==> src/common/ipc_pkg.sv <==
// constants, field layouts and carrier types of the interrupt priority controller
// How it works
// - level flag reads current non-maskable pin
// - bit 8 picks falling or rising edge
// - reserved control bits read zero, write zero
// - highest programmed level wins, others stay pending
// - ties resolved by fixed default order
// - accept only above mask; request and pending-low
// - pending low until cleared or masked, ignores block
// - entry only at instruction boundary
// - entry writes cause code to event register
// - entry saves status and program counter
// - entry forces block, privileged, bank bits
// - jump to vector base plus fixed offset
// - entry leaves mask level unchanged
// - block bit holds off entry
// - evaluation delays per source in sub-clocks
// - entry waits for running instruction end
// - five internal cycles from save to fetch
// - encoded level inputs map inversely to level
// - priority field zero masks, fifteen highest
package ipc_pkg;
  localparam int IPC_AW = 5;
  localparam int IPC_DW = 32;
  localparam int IPC_NPER = 14;
  localparam int IPC_NGRP = 7;
  // register addresses
  localparam logic [IPC_AW-1:0] IPC_PRIO_A_ADDR = 5'h00;
  localparam logic [IPC_AW-1:0] IPC_PRIO_B_ADDR = 5'h04;
  localparam logic [IPC_AW-1:0] IPC_ICTL_ADDR = 5'h08;
  localparam logic [IPC_AW-1:0] IPC_EVENT_ADDR = 5'h0C;
  localparam logic [IPC_AW-1:0] IPC_STATUS_ADDR = 5'h10;
  localparam logic [IPC_AW-1:0] IPC_SSTAT_ADDR = 5'h14;
  localparam logic [IPC_AW-1:0] IPC_SPC_ADDR = 5'h18;
  localparam logic [IPC_AW-1:0] IPC_VBR_ADDR = 5'h1C;
  // interrupt control fields
  localparam int IPC_ICTL_LEVEL_BIT = 15;
  localparam int IPC_ICTL_EDGE_BIT = 8;
  // status fields
  localparam int IPC_ST_MD_BIT = 30;
  localparam int IPC_ST_RB_BIT = 29;
  localparam int IPC_ST_BL_BIT = 28;
  localparam int IPC_ST_MASK_LSB = 4;
  localparam logic [31:0] IPC_STATUS_RESET = 32'h700000F0;
  // codes and levels
  localparam logic [11:0] IPC_NMI_CODE = 12'h1C0;
  localparam logic [11:0] IPC_LVL_CODE_BASE = 12'h200;
  localparam logic [11:0] IPC_PER_CODE_BASE = 12'h400;
  localparam logic [11:0] IPC_CODE_STEP = 12'h020;
  localparam logic [4:0] IPC_NMI_LEVEL = 5'h10;
  localparam logic [3:0] IPC_LVL_NONE = 4'hF;
  localparam logic [31:0] IPC_VEC_OFFSET = 32'h00000600;
  localparam int IPC_ENTRY_ICYC = 5;
  // priority field owning each peripheral cause, in default order
  localparam logic [2:0] IPC_GRP_OF [IPC_NPER] =
    '{3'h0, 3'h1, 3'h2, 3'h2, 3'h3, 3'h3, 3'h3, 3'h4, 3'h4, 3'h4, 3'h4, 3'h5, 3'h6, 3'h6};
  // field low bit within {b, a}
  localparam logic [4:0] IPC_GRP_LSB [IPC_NGRP] =
    '{5'h0C, 5'h08, 5'h04, 5'h00, 5'h14, 5'h1C, 5'h18};
  typedef enum logic [1:0] {IPC_IDLE = 2'b00, IPC_SAVE = 2'b01, IPC_WAIT = 2'b11} ipc_state_t;
  typedef struct packed {
    logic valid;
    logic [4:0] level;
    logic [11:0] code;
  } ipc_req_t;
endpackage

==> src/rtl/ipc_top.sv <==
// interrupt priority controller with exception-entry sequencer
//
// Decided for this implementation: strobed register access and the register offsets.
`timescale 1ns/1ps
`default_nettype none
module ipc_top import ipc_pkg::*; #(
  parameter int PCLK_DIV = 4,
  parameter int BCLK_DIV = 1
) (
  // clock and reset
  input wire logic SYS_CLK,
  input wire logic ARST_N,
  // register port
  input wire logic [IPC_AW-1:0] REG_ADDR,
  input wire logic [IPC_DW-1:0] REG_WDATA,
  input wire logic REG_WR,
  input wire logic REG_RD,
  output logic [IPC_DW-1:0] REG_RDATA,
  // request sources
  input wire logic NMI_PIN,
  input wire logic [3:0] ENCODED_LEVEL_INPUTS,
  input wire logic [IPC_NPER-1:0] PERIPH_REQ,
  // cpu side
  input wire logic INSN_BOUNDARY,
  input wire logic [31:0] CPU_PC,
  output logic CPU_IRQ,
  output logic ENTRY_PULSE,
  output logic FETCH_START,
  output logic [31:0] FETCH_ADDR,
  // pin
  output logic PENDING_REQUEST_OUT_N
);
  ipc_state_t state_reg, state_next;
  logic [15:0] prio_a_reg, prio_b_reg;
  logic edge_sel_reg;
  logic [11:0] event_code_reg;
  logic [31:0] status_reg, saved_status_reg, saved_pc_reg, vector_base_reg;
  logic [31:0] rdata_reg;
  logic [7:0] pdiv_reg, bdiv_reg;
  logic nmi_s1, nmi_s2, nmi_p, nmi_pend_reg;
  logic [3:0] lvl_s1, lvl_s2, lvl_prev, lvl_ok;
  logic [IPC_NPER-1:0] per_q;
  logic [2:0] cnt_reg;
  ipc_req_t acc_reg;
  logic fetch_reg;
  logic [31:0] fetch_addr_reg;

  // clock enables
  wire p_tick = (pdiv_reg == 8'(PCLK_DIV - 1));
  wire b_tick = (bdiv_reg == 8'(BCLK_DIV - 1));
  always_ff @(posedge SYS_CLK or negedge ARST_N) begin
    if (!ARST_N) begin
      pdiv_reg <= 8'h00;
      bdiv_reg <= 8'h00;
    end else begin
      pdiv_reg <= p_tick ? 8'h00 : pdiv_reg + 8'h01;
      bdiv_reg <= b_tick ? 8'h00 : bdiv_reg + 8'h01;
    end
  end

  // non-maskable input: synchroniser, then edge sampled per peripheral cycle
  wire nmi_edge = p_tick && (edge_sel_reg ? (nmi_s2 && !nmi_p) : (!nmi_s2 && nmi_p));
  wire st_bl = status_reg[IPC_ST_BL_BIT];
  wire [3:0] st_mask = status_reg[IPC_ST_MASK_LSB +: 4];
  // mask rechecked here: a status write may raise it while the old accept is still held
  wire enter = (state_reg == IPC_IDLE) && acc_reg.valid
    && (acc_reg.level > {1'b0, st_mask}) && !st_bl && INSN_BOUNDARY;
  wire nmi_taken = enter && (acc_reg.code == IPC_NMI_CODE);
  always_ff @(posedge SYS_CLK or negedge ARST_N) begin
    if (!ARST_N) begin
      nmi_s1 <= 1'b0;
      nmi_s2 <= 1'b0;
      nmi_p <= 1'b0;
      nmi_pend_reg <= 1'b0;
    end else begin
      nmi_s1 <= NMI_PIN;
      nmi_s2 <= nmi_s1;
      if (p_tick) nmi_p <= nmi_s2;
      // a new edge wins over the clear at entry
      if (nmi_edge) nmi_pend_reg <= 1'b1;
      else if (nmi_taken) nmi_pend_reg <= 1'b0;
    end
  end

  // level inputs: taken only after two equal peripheral samples (noise filter)
  always_ff @(posedge SYS_CLK or negedge ARST_N) begin
    if (!ARST_N) begin
      lvl_s1 <= IPC_LVL_NONE;
      lvl_s2 <= IPC_LVL_NONE;
      lvl_prev <= IPC_LVL_NONE;
      lvl_ok <= IPC_LVL_NONE;
      per_q <= '0;
    end else begin
      lvl_s1 <= ENCODED_LEVEL_INPUTS;
      lvl_s2 <= lvl_s1;
      if (p_tick) begin
        lvl_prev <= lvl_s2;
        if (lvl_s2 == lvl_prev) lvl_ok <= lvl_s2;
        per_q <= PERIPH_REQ;
      end
    end
  end

  // selection: strictly greater level replaces, so ties keep the earlier source
  function automatic ipc_req_t pick(input logic nmi, input logic [3:0] lvl,
                                    input logic [IPC_NPER-1:0] per,
                                    input logic [15:0] pa, input logic [15:0] pb);
    ipc_req_t best;
    logic [31:0] ab;
    logic [3:0] f;
    best = '0;
    ab = {pb, pa};
    f = 4'h0;
    if (nmi) begin
      best = '{valid: 1'b1, level: IPC_NMI_LEVEL, code: IPC_NMI_CODE};
    end
    if (lvl != IPC_LVL_NONE && {1'b0, ~lvl} > best.level) begin
      best = '{valid: 1'b1, level: {1'b0, ~lvl},
               code: IPC_LVL_CODE_BASE + 12'(lvl) * IPC_CODE_STEP};
    end
    for (int i = 0; i < IPC_NPER; i++) begin
      f = ab[IPC_GRP_LSB[IPC_GRP_OF[i]] +: 4];
      // level zero masks the source
      if (per[i] && f != 4'h0 && {1'b0, f} > best.level) begin
        best = '{valid: 1'b1, level: {1'b0, f}, code: IPC_PER_CODE_BASE + 12'(i) * IPC_CODE_STEP};
      end
    end
    return best;
  endfunction

  wire ipc_req_t sel = pick(nmi_pend_reg, lvl_ok, per_q, prio_a_reg, prio_b_reg);
  wire above_mask = sel.valid && (sel.level > {1'b0, st_mask});

  always_ff @(posedge SYS_CLK or negedge ARST_N) begin
    if (!ARST_N) acc_reg <= '0;
    else acc_reg <= above_mask ? sel : '0;
  end
  assign CPU_IRQ = acc_reg.valid;
  assign PENDING_REQUEST_OUT_N = !acc_reg.valid;

  // entry sequencer
  always_comb begin
    state_next = state_reg;
    case (state_reg)
      IPC_IDLE: begin
        if (enter) state_next = IPC_SAVE;
      end
      IPC_SAVE: begin
        state_next = IPC_WAIT;
      end
      IPC_WAIT: begin
        if (cnt_reg == 3'(IPC_ENTRY_ICYC - 1)) state_next = IPC_IDLE;
      end
      default: state_next = IPC_IDLE;
    endcase
  end

  always_ff @(posedge SYS_CLK or negedge ARST_N) begin
    if (!ARST_N) begin
      state_reg <= IPC_IDLE;
      cnt_reg <= 3'h0;
      fetch_reg <= 1'b0;
      fetch_addr_reg <= '0;
    end else begin
      state_reg <= state_next;
      cnt_reg <= (state_reg == IPC_IDLE) ? 3'h0 : cnt_reg + 3'h1;
      fetch_reg <= (state_reg == IPC_WAIT) && (state_next == IPC_IDLE);
      if (enter) fetch_addr_reg <= vector_base_reg + IPC_VEC_OFFSET;
    end
  end
  assign ENTRY_PULSE = (state_reg == IPC_SAVE);
  assign FETCH_START = fetch_reg;
  assign FETCH_ADDR = fetch_addr_reg;

  // register writes; entry overrides a coincident status write
  wire wr_pa = REG_WR && (REG_ADDR == IPC_PRIO_A_ADDR);
  wire wr_pb = REG_WR && (REG_ADDR == IPC_PRIO_B_ADDR);
  wire wr_ic = REG_WR && (REG_ADDR == IPC_ICTL_ADDR);
  wire wr_st = REG_WR && (REG_ADDR == IPC_STATUS_ADDR);
  wire wr_ss = REG_WR && (REG_ADDR == IPC_SSTAT_ADDR);
  wire wr_sp = REG_WR && (REG_ADDR == IPC_SPC_ADDR);
  wire wr_vb = REG_WR && (REG_ADDR == IPC_VBR_ADDR);
  wire [31:0] forced = (32'h1 << IPC_ST_BL_BIT) | (32'h1 << IPC_ST_MD_BIT)
                     | (32'h1 << IPC_ST_RB_BIT);
  always_ff @(posedge SYS_CLK or negedge ARST_N) begin
    if (!ARST_N) begin
      prio_a_reg <= 16'h0000;
      prio_b_reg <= 16'h0000;
      edge_sel_reg <= 1'b0;
      event_code_reg <= 12'h000;
      status_reg <= IPC_STATUS_RESET;
      saved_status_reg <= 32'h00000000;
      saved_pc_reg <= 32'h00000000;
      vector_base_reg <= 32'h00000000;
    end else begin
      if (wr_pa) prio_a_reg <= REG_WDATA[15:0];
      if (wr_pb) prio_b_reg <= {REG_WDATA[15:4], 4'h0};
      if (wr_ic) edge_sel_reg <= REG_WDATA[IPC_ICTL_EDGE_BIT];
      if (wr_vb) vector_base_reg <= REG_WDATA;
      if (enter) begin
        event_code_reg <= acc_reg.code;
        saved_status_reg <= status_reg;
        saved_pc_reg <= CPU_PC;
        status_reg <= status_reg | forced;
      end else begin
        if (wr_st) status_reg <= REG_WDATA;
        if (wr_ss) saved_status_reg <= REG_WDATA;
        if (wr_sp) saved_pc_reg <= REG_WDATA;
      end
    end
  end

  // read port: data in the cycle after the strobe, zero elsewhere
  wire [15:0] ictl_rd = 16'((32'(nmi_s2) << IPC_ICTL_LEVEL_BIT)
                      | (32'(edge_sel_reg) << IPC_ICTL_EDGE_BIT));
  wire [31:0] rd_mux =
    (REG_ADDR == IPC_PRIO_A_ADDR) ? {16'h0000, prio_a_reg} :
    (REG_ADDR == IPC_PRIO_B_ADDR) ? {16'h0000, prio_b_reg} :
    (REG_ADDR == IPC_ICTL_ADDR) ? {16'h0000, ictl_rd} :
    (REG_ADDR == IPC_EVENT_ADDR) ? {20'h00000, event_code_reg} :
    (REG_ADDR == IPC_STATUS_ADDR) ? status_reg :
    (REG_ADDR == IPC_SSTAT_ADDR) ? saved_status_reg :
    (REG_ADDR == IPC_SPC_ADDR) ? saved_pc_reg :
    (REG_ADDR == IPC_VBR_ADDR) ? vector_base_reg : 32'h00000000;
  always_ff @(posedge SYS_CLK or negedge ARST_N) begin
    if (!ARST_N) rdata_reg <= 32'h00000000;
    else rdata_reg <= REG_RD ? rd_mux : 32'h00000000;
  end
  assign REG_RDATA = rdata_reg;
endmodule // ipc_top
`default_nettype wire

==> config.mk <==
export PLATFORM = sky130hd
export DESIGN_NAME = ipc_top
export DESIGN_NICKNAME = d
export VERILOG_FILES = /design/src/common/ipc_pkg.sv /design/src/rtl/ipc_top.sv
export SDC_FILE = /design/constraint.sdc
export NUM_CORES = 1
export LEC_CHECK = 0
export BUFFER_PORTS_ARGS = -buffer_cell sky130_fd_sc_hd__buf_2
export CORE_AREA = 2 2 191 193
export DETAILED_ROUTE_END_ITERATION = 8
export DIE_AREA = 0 0 193 195
export SYNTH_ARGS = -nofsm -noshare
export SYNTH_HDL_FRONTEND = slang
export SYNTH_SLANG_ARGS = --single-unit
==> constraint.sdc <==
create_clock -name SYS_CLK -period 60.6 [get_ports SYS_CLK]
set_clock_uncertainty 0.15 [all_clocks]
set_input_delay 12.12 -clock SYS_CLK [delete_from_list [all_inputs] [get_ports SYS_CLK]]
set_output_delay 12.12 -clock SYS_CLK [all_outputs]
set_load 0.02 [all_outputs]
==> flow_results.org, run 1 <==
** Status
- The run finished with clean final reports.

** Worst setup path
- Of all nets on the critical path, the largest fanout is 36.
- Number of cells on the critical path :: 122
- Capture point of the worst reg-to-reg path :: acc_reg[15]$_DFF_PN0_
- The setup path with the least slack is of type reg -> reg.
- Category of the worst setup path capture point :: flop
- R2R depth :: 122
- The worst setup path is launched from a flop.
- Slack of the worst reg-to-reg path :: 34030 ps
- The kind of cell with the highest combined delay along the critical path is compound AO/OA/AOI/OAI gates.
- Required @ worst endpoint :: 60860 ps
- Critical path's largest stage delay :: 500 ps
- At the worst endpoint, the arrival time is 26830 ps.
- Cell with the largest stage delay on the worst path :: o2111ai_1
- Most common cell on crit path :: ha_1
- The number of buffers and inverters on the critical path is 11.
- The worst register-to-register path begins at nmi_pend_reg$_DFFE_PN0P_.

** Routing
- Detailed routing inserted a total of 12027 vias.
- Violation count after the first detailed-route iteration :: 687
- Post-detailed-route wirelength per cell :: 20.45 µm
- Detailed Routing Iterations Pass 1 :: 9
- The count of nets left with antenna violations once routing finished came out at 0.
- After detailed routing, the number of remaining DRC violations is 0.
- Total Wirelength :: 43100 µm
- Via/cell ratio :: 5.705

** Die
- Top Ports :: 161
- The initial utilization of the core area, before any placement, comes to 44.49%.
- Die Ht :: 195 µm
- The floorplan step defined a core boundary enclosing 35400 µm².
- Full die area :: 37640 µm²
- In this run the horizontal extent of the chip is 193 µm.
- After floorplanning, the core was divided into 69 placement rows.

** Global route
- Global route total overflow :: 0
- Total global routing track utilization :: 22.85%
- The initial antenna violation count is 1.
- The via count of the first global-routing pass was 12070.
- Entering global routing, the biggest net connects 176 pins.
- First-pass GRT wire length :: 67450 µm

** Clock network
- TritonCTS built the clock tree.
- Post-CTS repair changed the size of 0 cells.
- H-tree lvl count :: 2
- The clock reaches the later pin of the worst-skew pair after 520 ps.
- The clock passes through at most 3 buffers.
- Total clock sinks :: 287
- Counting the buffers created by CTS gives 34.
- Post-CTS setup buffers :: 0
- After clock tree synthesis, the clock-pin slew on the worst setup and hold paths is 50 ps.
- Post-CTS Hold Buffers :: 0
- Clock tree root driver cell :: clkbuf_16

** Logic synthesis
- Of all flip-flops after synthesis, the portion carrying an async set or reset was 100.0%.
- Ranked by total cell area, the synthesized netlist is headed by dfrtp_1, mux2_2, mux2i_1.
- The share of synthesized area in the top cell type comes to 41.95%.
- Avg Synthesized Cell Area :: 10.58 µm²
- Cells after Synth :: 1489
- Predominant post-synthesis flop cell :: dfrtp_1
- After synthesis the netlist holds a flip-flop and latch count of 287.
- Cell type contributing the most total cell area after synthesis :: dfrtp_1
- Distinct cell type count after synthesis :: 89
- When the netlist entered floorplanning its net count stood at 1639.
- In this run the cell area of the synthesized design comes to 15750 µm².
- Number of enable flip-flop cells after synthesis :: 0
- Sequential area share after synthesis :: 45.79%
- Count of yosys warnings during synthesis :: 0

** Cells and area
- For this run, the post-layout net count is 1772.
- Number of filler cells placed in the layout :: 3251
- Fraction of layout instances using a drive strength above 1 :: 28.17%
- Signed area change from the synthesized netlist to the final layout :: 14.89%
- Final antenna diode count :: 0

** Power
- Largest vdd supply drop :: 0.00002784 V
- Total power of the final layout :: 0.7568 mW
- Power density over cell area :: 41.83 nW/µm²
- Reported leakage power :: 7.979 nW

** Placed design
- RePlAce Congestion :: 0.8893
- Post-placement worst setup slack :: 34240 ps
- Half-perimeter wire length after placement :: 30380 µm
- # port buffers :: 160

** Hold path
- For hold timing, the worst endpoint is lvl_s2[2]$_DFF_PN1_.
- Min-delay src :: lvl_s1[2]$_DFF_PN1_
- The worst hold path belongs to the class reg -> reg.
- Count of cells along the worst hold path :: 0

** STA
- Setup repair after global routing missed its margin :: no
- FMAX :: 37.63 MHz
- The tightest hold path in the finished design has a slack of 203.5 ps.
- Sum Neg Setup Slack :: 0 ps
- Setup slack of the critical path after layout :: 34030 ps
- Slew of the pin with the lowest slew margin :: 1152 ps
- In the finished design, the share of the clock period the worst path needs comes to 43.85%.
- Min Tclk post-route :: 26570 ps
- Tightest slew margin relative to the limit :: 23.23%
- Pins Over Slew Limit :: 0
- Setup violations remaining at the end of the flow were counted as 0.
- Final hold violation count :: 0

** Flow run
- Total of max-cap violations :: 0
-- per-layer routing --
layer	part of all wire [%]	vias up	GRT usage, %
met5	0	-	0
met4	2.4	0	6.874
met3	4.1	61	2.840
met2	49	273	38.94
met1	45	6021	30.33
li1	-	5672	-
-- kinds of logic after synthesis --
logic type	Yosys count	synth area share, %
AND/OR/NAND/NOR	389	11.73
AO/OA/AOI/OAI	323	14.72
flip-flops	287	45.79
multiplexers	259	17.84
buffers and inverters	139	3.440
adder cells (fa/ha/maj)	58	4.592
XOR/XNOR	34	1.891
-- cells in the mapped netlist (all sizes together), types with 10 or more instances --
library cell and n:
o21ai 68, dfrtp 264, xnor2 14, dfstp 23
ha 57, and3 13, inv 63, a21boi 13
a222oi 24, o21a 10, nor2 133, buf 15
mux2i 88, xor2 20, nand2 109, clkbuf 61
a21oi 103, nor2b 18, o211ai 10, mux2 171
nand4 11, nor3 19, nand3 31
-- layout by cell type (no fill, tap or decap), types with 10 or more instances in the layout --
cell type and n:
clkbuf_16 35, nand3_1 30, ha_1 57, xor2_1 20, a21boi_0 13, mux2i_1 88
buf_4 12, clkbuf_1 14, inv_1 62, o21ai_0 62, nor3_1 14, dfstp_2 23
mux2_2 170, a222oi_1 24, nand4_1 11, nor2b_1 16, buf_2 159, dfrtp_1 264
xnor2_1 14, nor2_1 131, and3_1 12, nand2_1 108, o21a_1 10, a21oi_1 101
-- worst max path at each step --
stage	from	end	slack, ps
2_1_floorplan	nmi_pend_reg$_DFFE_PN0P_	acc_reg[15]$_DFF_PN0_	36960
3_3_place_gp	nmi_pend_reg$_DFFE_PN0P_	acc_reg[15]$_DFF_PN0_	34820
3_5_place_dp	nmi_pend_reg$_DFFE_PN0P_	acc_reg[15]$_DFF_PN0_	34240
4_1_cts	nmi_pend_reg$_DFFE_PN0P_	acc_reg[15]$_DFF_PN0_	34140
5_1_grt	nmi_pend_reg$_DFFE_PN0P_	acc_reg[15]$_DFF_PN0_	31740
6_report	nmi_pend_reg$_DFFE_PN0P_	acc_reg[15]$_DFF_PN0_	34030
-- through the flow --
stage / area (µm²) / instances / util (%)
final: 18090 / 2108 / 51.12
after global routing: 18090 / 2108 / 51.12
after CTS: 18090 / 2108 / 51.12
after detailed placement: 16990 / 2047 / 47.99
after global placement: 16990 / 2047 / 47.99
after floorplan: 15750 / 1489 / -
-- report_power, final --
| group | total [mW] | switching [mW] | internal (mW) |
|---|---|---|---|
| Combinational | 0.267 | 0.154 | 0.113 |
| Clock | 0.203 | 0.0810 | 0.122 |
| Sequential | 0.287 | 0.0415 | 0.245 |
-- final cells by class --
cell class                      count  area, µm²  share of cell area [%]
Clock buffer                       54      997.2                   5.511
Inverter                           63      236.5                   1.307
Multi-Input combinational cell   1063       8041                   44.44
Timing Repair Buffer              173      920.9                   5.090
Clock inverter                      7      110.1                  0.6085
Tap cell                          461      576.8                   3.188
Sequential cell                   287       7211                   39.85
Power figures use the tool's default switching activity.
==> run 2: changes to the inputs <==
Settings changed: ABC_AREA set to 1, CORE_AREA 2 2 191 193 to 2 2 187 189, DIE_AREA 0 0 193 195 to 0 0 189 191.
Clock period 60.6 ns to 26.1 ns, I/O delays scaled along.
==> run 2 against run 1 <==
  * Setup slack lost 28000 ps
  * Sequential share of layout area grew 1.3 points
  * Final area shrank 3.3%
  * Final cell count grew 18%
  * Count of clock-buffer cells in the layout shrank 5
  * Flip-flop and latch count is the same
  * Die area shrank 4.1%
  * Synthesized area shrank 3.5%
  * Hold slack gained 1.3 ps
  * Clock power grew 130%
  * First-iteration DRC count grew 65%
  * Largest cell class is now registers
  * Largest power group is now combinational logic
  * Highest routed layer is now met5
==> flow_results.org, run 2 <==
** Status
- Outcome :: complete, no violations

** Clock network
- The clock buffer count from CTS is 34 (unchanged).
- CTS placed an instance of clkbuf_16 at the clock tree root.
- Clock network latency to the later pin of the worst-skew pair :: 540 ps (+20 ps)
- Clock tree from TritonCTS :: built
- The CTS H-tree depth is 2 (unchanged).
- The number of buffers on the longest clock path was 3 (unchanged).
- The clock-pin slew on the worst setup and hold paths was 60 ps (about the same).
- Post-CTS setup buffers :: 0 (unchanged)
- Total clock sinks :: 287 (unchanged)
- The count of cells resized by post-cts repair was 0 (unchanged).
- The hold buffer count at CTS is 0 (unchanged).

** Logic synthesis
- Dominant cells by area after synthesis :: dfrtp_1, nand2_1, o21ai_0
- Number of enable flip-flop cells after synthesis :: 0 (unchanged)
- Most common library cells after synthesis :: nand2_1, dfrtp_1, o21ai_0
- Distinct cell type count after synthesis :: 59 (-34%)
- The cell area after synthesis was 15200 µm² (-3.5%).
- Flop and latch count out of synthesis :: 287 (unchanged)
- The total nets after synthesis is 2031 (+24%).
- Predominant post-synthesis flop cell :: dfrtp_1
- The Yosys warning count was 0 (unchanged).
- Fraction of registers with async set/reset :: 100.0% (unchanged)
- The proportion of synthesized chip area in sequential cells was 47.44% (+1.7 points).
- The number of standard cells after synthesis came to 1881 (+26%).
- Yosys instantiated no cell more often than nand2_1.
- The fraction of synthesized cell area taken by the top area cell type came to 43.47% (+1.5 points).
- The mean instance size in the synthesized netlist is 8.080 µm² (-24%).
- The biggest area contributor in the post-synthesis netlist is dfrtp_1.

** Die
- Starting Density :: 44.55% (+0.054 points)
- The floorplan die area was 36100 µm² (-4.1%).
- The width of the chip came to 189 µm (-2.1%).
- The count of pins on the block boundary is 161 (unchanged).
- Number of rows in the core area :: 68 (-1.4%)
- The die height came to 191 µm (-2.1%).
- The area of the core was 34120 µm² (-3.6%).

** Worst setup path
- By startpoint and endpoint, the worst setup path is classified as reg -> reg.
- STA classifies the critical path startpoint as a flop.
- First element of the critical path :: nmi_pend_reg$_DFFE_PN0P_
- The arrival time of data at the critical path endpoint came to 19980 ps (-6850 ps).
- Critical path's largest stage delay :: 650 ps (+150 ps)
- In this run the critical register-to-register path is launched from nmi_pend_reg$_DFFE_PN0P_.
- Category of the worst setup path capture point :: flop
- R2R depth :: 128 (+4.9%)
- Most common cell on crit path :: nand2_1
- The slowest stage of the critical path is the dfrtp_1 cell.
- The worst path required time came to 26360 ps (-34500 ps).
- Maximum fanout along the worst path :: 24 (-33%)

** Cells and area
- The final net count came to 2156 (+22%).
- The library cell used most frequently in the layout, excluding fill and tap cells, is nand2_1.
- The library cells used most frequently in the layout, excluding fill and tap cells, are nand2_1, dfrtp_1, o21ai_0.
- Number of filler cells placed in the layout :: 3280 (+0.89%)
- Signed area change from the synthesized netlist to the final layout :: 15.17%
- Fraction of layout instances using a drive strength above 1 :: 16.15% (-12 points)
- The number of antenna repair diodes was 0 (unchanged).

** Routing
- Routed Antenna Nets :: 0 (unchanged)
- DRC violations left :: 0 (unchanged)
- The detailed router's first-iteration violation count is 1135 (+65%).
- The via count of the routed design is 13331 (+11%).
- The final routed wirelength across all metal layers is 44640 µm (+3.6%).
- Detailed Routing Iterations Pass 1 :: 5 (-4)
- Via/cell ratio :: 5.362 (-6.0%)
- Post-detailed-route wirelength per cell :: 17.96 µm (-12%)

** STA
- The setup-violating endpoint count in the final report was 0 (unchanged).
- Slew of the pin with the lowest slew margin :: 1263 ps (+111.3 ps)
- The minimum clock period after layout is 19720 ps (-6850 ps).
- Setup slack of the critical path after layout :: 6379 ps (-27650 ps)
- The final number of hold-violating endpoints came to 0 (unchanged).
- The number of max-slew violations in the final report was 0 (unchanged).
- The post-route setup TNS was 0 ps (unchanged).
- Post-route fraction of the period consumed by the critical path :: 75.56% (+32 points)
- Tightest slew margin relative to the limit :: 15.50% (-7.7 points)
- Setup repair after global routing left no endpoint under its margin.
- The highest achievable clock rate was 50.71 MHz (+35%).

** Global route
- The via count of the first global-routing pass is 12688 (+5.1%).
- First-pass GRT wire length :: 71070 µm (+5.4%)
- Total global routing track utilization :: 24.97% (+2.1 points)
- Number of antenna violations at the first check in global routing :: 1 (unchanged)
- The total congestion overflow is 0 (unchanged).
- The largest net degree at the start of global routing is 122 (-31%).

** Hold path
- The cell depth of the worst hold path was 0 (unchanged).
- Type of the worst min-delay path :: reg -> reg
- Min-delay src :: lvl_s1[1]$_DFF_PN1_

** Power
- Largest vdd supply drop :: 0.00005191 V (+86%)
- The power consumption came to 1.826 mW (+140%).
- Reported leakage power :: 8.757 nW (+9.8%)
- The areal power density over the cells came to 104.3 nW/µm² (+150%).

** Placed design
- The routability congestion estimate from global placement came to 0.9041 (+1.7%).
- Post-placement worst setup slack :: 6546 ps (-27690 ps)
- The number of port buffers is 160 (unchanged).
- The post-detailed-placement half-perimeter wirelength was 30630 µm (+0.82%).

** Flow run
- Total of max-cap violations :: 0 (unchanged)
[run 2: changes by cell type in the layout (fill, tap and decap cells not counted), moves of 13 or more]
cell	before	now
nand2_1	108	522
o21ai_0	62	212
nand2_2	1	18
nand3_1	30	65
nor2_1	131	110
a21boi_0	13	0
nor2b_1	16	0
mux2_2	170	0
a21oi_1	101	52
a222oi_1	24	0
o311ai_0	0	28
mux2i_1	88	0
a31oi_1	5	37
inv_1	62	193
[run 2: worst paths after layout]
kind                                            to  slack (ps)
max                           acc_reg[5]$_DFF_PN0_        6380
min reg2reg                    lvl_s2[1]$_DFF_PN1_         200
min                            lvl_s2[1]$_DFF_PN1_         200
max in group asynchronous     per_q[3]$_DFFE_PN0N_       19220
max reg2reg                   acc_reg[5]$_DFF_PN0_        6380
min in group asynchronous  REG_RDATA[17]$_DFF_PN0_        4600
[run 2: kinds of logic (layout without fill, tap and decap cells)]
logic type | count (synthesis) | count (layout) | synth area share [%]
adders and majority gates | 57 | 57 | 4.692
and+or+nand+nor | 812 | 812 | 23.26
DFF | 287 | 287 | 47.44
buffers and inverters | 293 | 443 | 7.475
AOI/OAI and AO/OA | 411 | 411 | 15.92
xor gates and xnor gates | 21 | 21 | 1.210
[run 2: critical path: cells and delay by family (launching register included)]
family | cells | cell delay (ps)
adder cells (fa/ha/maj) | 15 | 4700
buffers and inverters | 14 | 1730
flip-flops | 1 | 650
AND/OR/NAND/NOR | 78 | 8910
AO/OA/AOI/OAI | 21 | 3430
[run 2: metrics by stage]
| stage | instances | utilization (%) | area, µm² | hold slack (ps) |
|---|---|---|---|---|
| detailed placement | 2425 | 48.02 | 16380 | 197.5 |
| finish | 2486 | 51.31 | 17500 | 204.8 |
| global placement | 2425 | 48.02 | 16380 | 185.6 |
| global route | 2486 | 51.31 | 17500 | 206.9 |
| floorplan | 1881 | - | 15200 | 181.2 |
| CTS | 2486 | 51.31 | 17500 | 206.2 |
[run 2: per-layer routing]
layer  part of all wire [%]  GRT usage (%)
met5                  0.016              0
met4                    2.2          7.151
met3                    6.3          4.094
met2                     44          38.29
met1                     47          36.43
[run 2: final cells by class]
class / count / area (µm²) / area share, %
Clock buffer: 49 / 987.2 / 5.640
Sequential cell: 287 / 7211 / 41.19
Tap cell: 455 / 569.3 / 3.252
Multi-Input combinational cell: 1301 / 6893 / 39.38
Clock inverter: 12 / 132.6 / 0.7577
Inverter: 204 / 765.7 / 4.375
Timing Repair Buffer: 178 / 945.9 / 5.404
[run 2: where the power goes]
group	total (mW)	internal, mW	leakage [nW]	switching, mW
Clock	0.473	0.277	0.556	0.197
Sequential	0.659	0.568	3.62	0.0912
Combinational	0.693	0.261	4.58	0.433
